File: src/ppr_pkg.sv
// shared constants and carrier types of the pin remap fabric
package ppr_pkg;

  localparam int unsigned FIELD_W       = 5;
  localparam int unsigned NUM_IN_FIELDS = 23;
  localparam int unsigned MAX_PINS      = 32;
  localparam int unsigned SYNC_STAGES   = 3;
  localparam int unsigned CODE_SPACE    = 32;

  localparam logic [4:0]  IN_ROUTE_RST  = 5'h1F;
  localparam logic [4:0]  OUT_CODE_NULL = 5'h00;

  // output function codes
  localparam logic [4:0]  CODE_CMP_ONE  = 5'h01;
  localparam logic [4:0]  CODE_CMP_TWO  = 5'h02;
  localparam logic [4:0]  CODE_U1_TX    = 5'h03;
  localparam logic [4:0]  CODE_U1_RTS   = 5'h04;
  localparam logic [4:0]  CODE_U2_TX    = 5'h05;
  localparam logic [4:0]  CODE_U2_RTS   = 5'h06;
  localparam logic [4:0]  CODE_S1_DO    = 5'h07;
  localparam logic [4:0]  CODE_S1_CK    = 5'h08;
  localparam logic [4:0]  CODE_S1_SS    = 5'h09;
  localparam logic [4:0]  CODE_S2_DO    = 5'h0A;
  localparam logic [4:0]  CODE_S2_CK    = 5'h0B;
  localparam logic [4:0]  CODE_S2_SS    = 5'h0C;
  localparam logic [4:0]  CODE_OC_ONE   = 5'h12;
  localparam logic [4:0]  CODE_OC_FIVE  = 5'h16;

  // one bit per code that has a peripheral behind it
  localparam logic [31:0] OUT_CODE_MASK = 32'h007C_1FFE;

  // input field indices, ext_irq_one_in is index 0, spi_two_select_in index 22
  localparam logic [4:0]  IN_IDX_U1_RX  = 5'h0D;
  localparam logic [4:0]  IN_IDX_LAST   = 5'h16;

  // peripheral outputs, one bit each
  typedef struct packed {
    logic compare_five_out;
    logic compare_four_out;
    logic compare_three_out;
    logic compare_two_out;
    logic compare_one_out;
    logic spi_two_select_out;
    logic spi_two_clock_out;
    logic spi_two_data_out;
    logic spi_one_select_out;
    logic spi_one_clock_out;
    logic spi_one_data_out;
    logic uart_two_request_send_out;
    logic uart_two_transmit_out;
    logic uart_one_request_send_out;
    logic uart_one_transmit_out;
    logic comparator_two_out;
    logic comparator_one_out;
  } ppr_periph_out_s;

  // peripheral inputs, last field sits at bit 0
  typedef struct packed {
    logic spi_two_select_in;
    logic spi_two_clock_in;
    logic spi_two_data_in;
    logic spi_one_select_in;
    logic spi_one_clock_in;
    logic spi_one_data_in;
    logic uart_two_clear_send_in;
    logic uart_two_receive_in;
    logic uart_one_clear_send_in;
    logic uart_one_receive_in;
    logic compare_fault_b_in;
    logic compare_fault_a_in;
    logic capture_five_in;
    logic capture_four_in;
    logic capture_three_in;
    logic capture_two_in;
    logic capture_one_in;
    logic timer_five_ext_clk;
    logic timer_four_ext_clk;
    logic timer_three_ext_clk;
    logic timer_two_ext_clk;
    logic ext_irq_two_in;
    logic ext_irq_one_in;
  } ppr_periph_in_s;

  // infrared encoder baud clock per uart
  typedef struct packed {
    logic [1:0] enable;
    logic [1:0] baud_clk;
  } ppr_ir_s;

endpackage

File: src/ppr_remap_matrix.sv
// pin remap fabric: per-peripheral input routing and per-pin output routing
//
// What this block does
// - A selected remap output beats port latch and parallel port on the pin.
// - Dedicated special outputs on a pin beat any remap output there.
// - Input routing never touches a pin's driver; direction bit, fixed owner or a remap output code does.
// - A routed input gets the pin's digital level when the pin is digital.
// - Analog use of a pin disables every remap input routed from it.
// - Input routing and output routing live in separate register sets.
// - Input routing is per peripheral, one 5-bit field per peripheral input.
// - Field value n connects remap pin n to that peripheral input.
// - Twenty-three input fields: irqs, timer clocks, captures, faults, uarts, spis.
// - Output routing is per pin, one 5-bit function code per pin.
// - Code zero leaves the pin disconnected from all remap outputs.
// - Codes 1-2 comparators; 3-6 uart1 tx, rts, uart2 tx, rts.
// - Codes 7-9 spi1 data, clock, select; 10-12 same for spi2.
// - Codes 18 to 22 select compare outputs one to five.
// - Every pin's output code resets to the null code.
// - Infrared encoder baud clock leaves through the uart request-send selection.
// - Structure makes contention impossible; no further lockout on mapping choices.
// - One pin may feed many inputs; one output may drive many pins.
// - All input fields reset to 31, even if pin 31 does not exist.
// - While locked, route writes complete but change nothing.
`timescale 1ns/10ps

module ppr_remap_matrix
  import ppr_pkg::*;
#(
  parameter int unsigned NUM_PINS   = 26,
  parameter logic        IDLE_LEVEL = 1'b0
) (
  // clock and reset
  input  wire logic                          CLK_I,
  input  wire logic                          RESET_N_I,
  // route configuration
  input  wire logic                          ROUTE_WRITE_LOCK_I,
  input  wire logic                          IN_ROUTE_WR_I,
  input  wire logic [FIELD_W-1:0]            IN_ROUTE_IDX_I,
  input  wire logic [FIELD_W-1:0]            IN_ROUTE_DATA_I,
  input  wire logic                          OUT_ROUTE_WR_I,
  input  wire logic [FIELD_W-1:0]            OUT_ROUTE_IDX_I,
  input  wire logic [FIELD_W-1:0]            OUT_ROUTE_DATA_I,
  output      logic [NUM_IN_FIELDS*FIELD_W-1:0] IN_ROUTE_O,
  output      logic [NUM_PINS*FIELD_W-1:0]   OUT_ROUTE_O,
  // peripheral side
  input  wire ppr_periph_out_s               PERIPH_OUT_I,
  input  wire ppr_ir_s                       IR_I,
  output      ppr_periph_in_s                PERIPH_IN_O,
  // fixed pin owners
  input  wire logic [NUM_PINS-1:0]           PIN_DIRECTION_BIT_I,
  input  wire logic [NUM_PINS-1:0]           PORT_LATCH_I,
  input  wire logic [NUM_PINS-1:0]           PARALLEL_HOST_PORT_FN_OE_I,
  input  wire logic [NUM_PINS-1:0]           PARALLEL_HOST_PORT_FN_DATA_I,
  input  wire logic [NUM_PINS-1:0]           SPECIAL_OE_I,
  input  wire logic [NUM_PINS-1:0]           SPECIAL_DATA_I,
  input  wire logic [NUM_PINS-1:0]           ANALOG_EN_I,
  // remap pins
  input  wire logic [NUM_PINS-1:0]           REMAP_PIN_N_I,
  output      logic [NUM_PINS-1:0]           REMAP_PIN_N_O,
  output      logic [NUM_PINS-1:0]           REMAP_PIN_N_OE_O
);

  if (NUM_PINS < 1 || NUM_PINS > MAX_PINS) begin : g_bad_pins
    $error("NUM_PINS must lie between 1 and 32");
  end

  // route storage
  logic [FIELD_W-1:0]        in_route_r  [NUM_IN_FIELDS];
  logic [FIELD_W-1:0]        out_route_r [NUM_PINS];
  logic [NUM_IN_FIELDS-1:0]  in_lvl_r;
  logic [NUM_IN_FIELDS-1:0]  in_lvl_nxt;
  logic [NUM_PINS-1:0]       pin_out_r;
  logic [NUM_PINS-1:0]       pin_out_nxt;
  logic [NUM_PINS-1:0]       pin_oe_r;
  logic [NUM_PINS-1:0]       pin_oe_nxt;

  // pin input synchroniser
  logic [NUM_PINS-1:0]       sync1_r;
  logic [NUM_PINS-1:0]       sync2_r;
  logic [NUM_PINS-1:0]       sync3_r;
  logic [NUM_PINS-1:0]       pin_lvl_r;
  logic [NUM_PINS-1:0]       pin_lvl_nxt;

  // decode of writes
  wire                       in_wr_ok;
  wire                       out_wr_ok;
  wire [MAX_PINS-1:0]        pin_lvl_w;
  wire [MAX_PINS-1:0]        pin_analog_w;
  wire [MAX_PINS-1:0]        pin_exists_w;
  wire [CODE_SPACE-1:0]      src_w;
  wire                       rts_one_w;
  wire                       rts_two_w;

  assign in_wr_ok  = IN_ROUTE_WR_I && !ROUTE_WRITE_LOCK_I
                     && (IN_ROUTE_IDX_I <= IN_IDX_LAST);
  assign out_wr_ok = OUT_ROUTE_WR_I && !ROUTE_WRITE_LOCK_I
                     && (32'(OUT_ROUTE_IDX_I) < NUM_PINS);

  assign pin_lvl_w    = MAX_PINS'(pin_lvl_r);
  assign pin_analog_w = MAX_PINS'(ANALOG_EN_I);
  assign pin_exists_w = MAX_PINS'({NUM_PINS{1'b1}});

  // infrared baud clock rides on the request-send code
  assign rts_one_w = IR_I.enable[0] ? IR_I.baud_clk[0]
                                    : PERIPH_OUT_I.uart_one_request_send_out;
  assign rts_two_w = IR_I.enable[1] ? IR_I.baud_clk[1]
                                    : PERIPH_OUT_I.uart_two_request_send_out;

  // source vector indexed by function code, gaps tied low
  assign src_w = {9'h0_00,
                  PERIPH_OUT_I.compare_five_out,
                  PERIPH_OUT_I.compare_four_out,
                  PERIPH_OUT_I.compare_three_out,
                  PERIPH_OUT_I.compare_two_out,
                  PERIPH_OUT_I.compare_one_out,
                  5'h0_0,
                  PERIPH_OUT_I.spi_two_select_out,
                  PERIPH_OUT_I.spi_two_clock_out,
                  PERIPH_OUT_I.spi_two_data_out,
                  PERIPH_OUT_I.spi_one_select_out,
                  PERIPH_OUT_I.spi_one_clock_out,
                  PERIPH_OUT_I.spi_one_data_out,
                  rts_two_w,
                  PERIPH_OUT_I.uart_two_transmit_out,
                  rts_one_w,
                  PERIPH_OUT_I.uart_one_transmit_out,
                  PERIPH_OUT_I.comparator_two_out,
                  PERIPH_OUT_I.comparator_one_out,
                  1'b0};

  // pin synchroniser, a change counts once stages two and three agree
  assign pin_lvl_nxt = (sync2_r & sync3_r) | (pin_lvl_r & (sync2_r | sync3_r));

  always_ff @(posedge CLK_I or negedge RESET_N_I) begin
    if (!RESET_N_I) begin
      sync1_r   <= '0;
      sync2_r   <= '0;
      sync3_r   <= '0;
      pin_lvl_r <= '0;
    end else begin
      sync1_r   <= REMAP_PIN_N_I;
      sync2_r   <= sync1_r;
      sync3_r   <= sync2_r;
      pin_lvl_r <= pin_lvl_nxt;
    end
  end

  // input routing, one field per peripheral input
  for (genvar i = 0; i < NUM_IN_FIELDS; i++) begin : g_in
    wire [FIELD_W-1:0] sel_w = in_route_r[i];
    wire               hit_w = (IN_ROUTE_IDX_I == FIELD_W'(i)) && in_wr_ok;

    // missing pin or analog pin gives the idle level
    assign in_lvl_nxt[i] = (pin_exists_w[sel_w] && !pin_analog_w[sel_w])
                           ? pin_lvl_w[sel_w] : IDLE_LEVEL;

    always_ff @(posedge CLK_I or negedge RESET_N_I) begin
      if (!RESET_N_I) begin
        in_route_r[i] <= IN_ROUTE_RST;
      end else if (hit_w) begin
        in_route_r[i] <= IN_ROUTE_DATA_I;
      end
    end

    assign IN_ROUTE_O[i*FIELD_W +: FIELD_W] = in_route_r[i];
  end

  // output routing, one code per pin
  for (genvar p = 0; p < NUM_PINS; p++) begin : g_out
    wire [FIELD_W-1:0] code_w  = out_route_r[p];
    wire               remap_w = OUT_CODE_MASK[code_w];
    wire               hit_w   = (OUT_ROUTE_IDX_I == FIELD_W'(p)) && out_wr_ok;

    // priority: special, remap, parallel port, port latch
    assign pin_out_nxt[p] = SPECIAL_OE_I[p]               ? SPECIAL_DATA_I[p]
                          : remap_w                       ? src_w[code_w]
                          : PARALLEL_HOST_PORT_FN_OE_I[p] ? PARALLEL_HOST_PORT_FN_DATA_I[p]
                          : PORT_LATCH_I[p];
    // driver enable never depends on input routing
    assign pin_oe_nxt[p]  = SPECIAL_OE_I[p] || remap_w
                          || PARALLEL_HOST_PORT_FN_OE_I[p]
                          || !PIN_DIRECTION_BIT_I[p];

    always_ff @(posedge CLK_I or negedge RESET_N_I) begin
      if (!RESET_N_I) begin
        out_route_r[p] <= OUT_CODE_NULL;
      end else if (hit_w) begin
        out_route_r[p] <= OUT_ROUTE_DATA_I;
      end
    end

    assign OUT_ROUTE_O[p*FIELD_W +: FIELD_W] = out_route_r[p];
  end

  // registered pin drive and peripheral inputs
  always_ff @(posedge CLK_I or negedge RESET_N_I) begin
    if (!RESET_N_I) begin
      pin_out_r <= '0;
      pin_oe_r  <= '0;
      in_lvl_r  <= {NUM_IN_FIELDS{IDLE_LEVEL}};
    end else begin
      pin_out_r <= pin_out_nxt;
      pin_oe_r  <= pin_oe_nxt;
      in_lvl_r  <= in_lvl_nxt;
    end
  end

  assign REMAP_PIN_N_O    = pin_out_r;
  assign REMAP_PIN_N_OE_O = pin_oe_r;
  assign PERIPH_IN_O      = ppr_periph_in_s'(in_lvl_r);

endmodule // ppr_remap_matrix

File: config.mk
export PLATFORM = sky130hd
export DESIGN_NAME = ppr_remap_matrix
export DESIGN_NICKNAME = d
export VERILOG_FILES = /design/src/ppr_pkg.sv /design/src/ppr_remap_matrix.sv
export SDC_FILE = /design/constraint.sdc
export NUM_CORES = 1
export LEC_CHECK = 0
export BUFFER_PORTS_ARGS = -buffer_cell sky130_fd_sc_hd__buf_2
export CAP_MARGIN = 5
export CORE_ASPECT_RATIO = 1.1
export CORE_MARGIN = 2
export CORE_UTILIZATION = 45
export CTS_CLUSTER_DIAMETER = 120
export DETAILED_ROUTE_END_ITERATION = 6
export PLACE_DENSITY = 0.68
export SLEW_MARGIN = 10
export SYNTH_ARGS = -nofsm -noshare
export SYNTH_HDL_FRONTEND = slang
export SYNTH_SLANG_ARGS = --single-unit
File: constraint.sdc
create_clock -name CLK_I -period 5.2 [get_ports CLK_I]
set_input_delay 1.04 -clock CLK_I [delete_from_list [all_inputs] [get_ports CLK_I]]
set_output_delay 1.04 -clock CLK_I [all_outputs]
set_load 0.02 [all_outputs]
==> run metrics <==
pin count of the biggest net entering global routing=126; post-synthesis register bit count=424; Residual DRC=1; delay-heaviest family, CP=flip-flops; max cap viols=0; f_max=362 MHz; Initial Utilization=0.455; Setup crit end kind=output port; Synth Flop Type=dfrtp_1; largest family of logic cells by synthesized area=multiplexers; Worst-Skew Late Latency=0.61 ns; Synth Area in Compound Gates=0.139; WP data arrival=1.72 ns; Final Net Count=3099; Root Buffer Master=clkbuf_16; Setup Skew=0.0313 ns; CTS H-tree depth=2; Pleak=13.7 nW; CP Class=reg -> out; # fillers=5191; post-synthesis mux area share=0.287; # setup viols final=0; Syn Inst Count=2441; CP Launch Type=register; GRT Overall Usage=0.311; Syn Nets=2695; PD cells=373 mW/mm²; worst path required time=4.16 ns; Total Wirelength=100000 µm; Max clock buf depth=3; xor-xnor portion of the synthesized cell area=0; synth-to-layout area growth=17.8%; initial antenna violation count=13; detailed placement HPWL=67800 µm; Mean Syn Cell Area=11.2 µm²; CTS clk-pin slew, worst paths=0.06 ns; Die X=239 µm; Synth top area share=0.284; TritonRoute pass-1 iters=7; Cell Area, Placed=0.0302 mm²; first-pass GRT wire length=148000 µm; gpl congestion=0.986; synthesized area=0.0272 mm²; worst path buffer plus inverter count=1; Area contributors post-synth=dfrtp_1 (28%), mux2_2 (12%), dfstp_2 (11%); Yosys cell types=88; Post-synth ARST share=1.00; core area=0.0599 mm²; CTS sink cnt=424; peak supply drop=0.208 mV; DRT antenna net count=0; status=finished with violations; setup bufs post-CTS=0; critical path, cell by cell=buf_2; RSZ-0062 raised after global routing=no; CTS tree=built; final hold violation count=0; # resized after CTS=0; # rows=94; largest area contributor in the netlist=dfrtp_1; Worst slew margin=0.119; Post-synth EDFFs=0; Final WS setup=2.44 ns; Final period util=0.531; Tmin final=2.76 ns; Tot Pwr=12.0 mW; Simple-Gate Fraction of Synth Area=0.125; delay of the slowest cell on the worst path=0.81 ns; worst min-delay path class=reg -> reg; post-route cell area=0.0321 mm²; Final Util=0.536; GR Overflow Total=0; critical path peak fanout=20; via count=24000; Slew Viols, Final=0; cts hold-fix bufs=0; synthesized-area fraction occupied by adder cells=0.00956; share of cells above drive strength 1=0.432; Top Ports=574; Die Y-Extent=262 µm; violated checks=DRC; Least-Margin Pin Slew=1.32 ns; sequential fraction of the synthesis area=0.395; IO buf count=573; Yosys warning count=0; vias in the first global route=23700; wire per inst=27.3 µm; Fin Setup TNS=0 ns; pre-CTS setup slack=2.00 ns; Die ar.=0.0625 mm²; CP max-delay cell=dfstp_2; iteration-0 DRC count of the detailed router=2350; TritonCTS Buffers=51; vias per std cell=6.54
cells in the final DEF (no fill, tap or decap), types with 29 or more instances in the layout:
cell       synthesis  layout
inv_1             64      64
buf_2             55     572
o21ai_0           83      83
nand2_1          125     125
o22ai_1           35      35
nand3b_1          33      33
nand2b_1          49      49
dfstp_2          115     115
clkbuf_16          0      52
dfrtp_1          309     309
a221oi_1          29      29
nor2_1           152     152
mux2i_1          118     118
nand3_1           40      40
a21oi_1           56      56
mux2_2           300     300
nor2b_1           65      61
mux4_2           129     129
per-stage QoR:
step / hold slack [ns] / cells
2_1_floorplan: 0.331 / 2441
4_1_cts: 0.341 / 3656
6_report: 0.338 / 3663
3_3_place_gp: 0.332 / 3560
3_5_place_dp: 0.335 / 3560
5_1_grt: 0.347 / 3660
Yosys cell counts (all sizes together) (7+ instances only):
cell type  number
a2111oi        23
a211oi         16
a21boi         11
a21o           26
a21oi          56
a221oi         33
a222oi         14
a22o           20
a22oi          21
a311oi         22
a31oi          18
a41o           18
a41oi          15
and3            7
buf            63
clkbuf        169
dfrtp         309
dfstp         115
inv            68
maj3           26
mux2          302
mux2i         118
mux4          141
nand2         125
nand2b         49
nand3          40
nand3b         33
nor2          153
nor2b          72
nor3           30
nor3b          11
nor4           14
nor4bb         26
o2111ai        12
o211ai         14
o21ai          85
o21bai         16
o22ai          35
o31ai          11
o32a            7
or3            23
layout make-up:
type / count / area, µm² / share of cell area
multi-input cells: 1717 / 15300 / 0.476
repair buffers: 583 / 2990 / 0.0932
diodes: 7 / 17.5 / 0.000546
flip-flops and latches: 424 / 10800 / 0.335
inverters: 68 / 255 / 0.00795
clock buffers: 69 / 1450 / 0.0450
clock inverters: 27 / 399 / 0.0124
well taps: 768 / 961 / 0.0299
layer usage:
layer	track usage	wire length (µm)
met5	0	69
met4	0.178	5710
met3	0.0893	11000
met2	0.512	47800
met1	0.368	35400
power breakdown:
part	internal (mW)	switching, mW	total (mW)
registers	3.83	0.840	4.67
logic	1.52	1.85	3.37
clock network	2.40	1.53	3.94
registers in the layout, summed over array words and instances, names as in the netlist:
| register | cells |
|---|---|
| REMAP_PIN_N_O | 26 |
| PERIPH_IN_O | 23 |
| g_out.code_w | 130 |
| pin_lvl_r | 26 |
| sync3_r | 26 |
| sync2_r | 26 |
| sync1_r | 26 |
| REMAP_PIN_N_OE_O | 26 |
| g_in.sel_w | 115 |
path summary, 6_finish.rpt:
check                           slack (ns)                 end              start  depth (start not counted)
worst min-delay path                  0.34         sync2_r[20]        sync1_r[20]                          0
worst max-delay path                  2.44      IN_ROUTE_O[80]  g_in[16].sel_w[0]                          1
min in group asynchronous             0.41         sync3_r[24]          RESET_N_I                          1
worst min register to register        0.34         sync2_r[20]        sync1_r[20]                          0
max in group asynchronous             3.60  g_out[2].code_w[4]          RESET_N_I                          2
worst max register to register        2.47      PERIPH_IN_O[0]       pin_lvl_r[4]                          5
cells by family after synthesis:
group / count (synthesis)
compound gates: 514
fa+ha+maj: 26
buf+inv: 300
flops: 424
mux: 561
simple gates: 616
No activity file was read; power rests on OpenSTA's default activity.
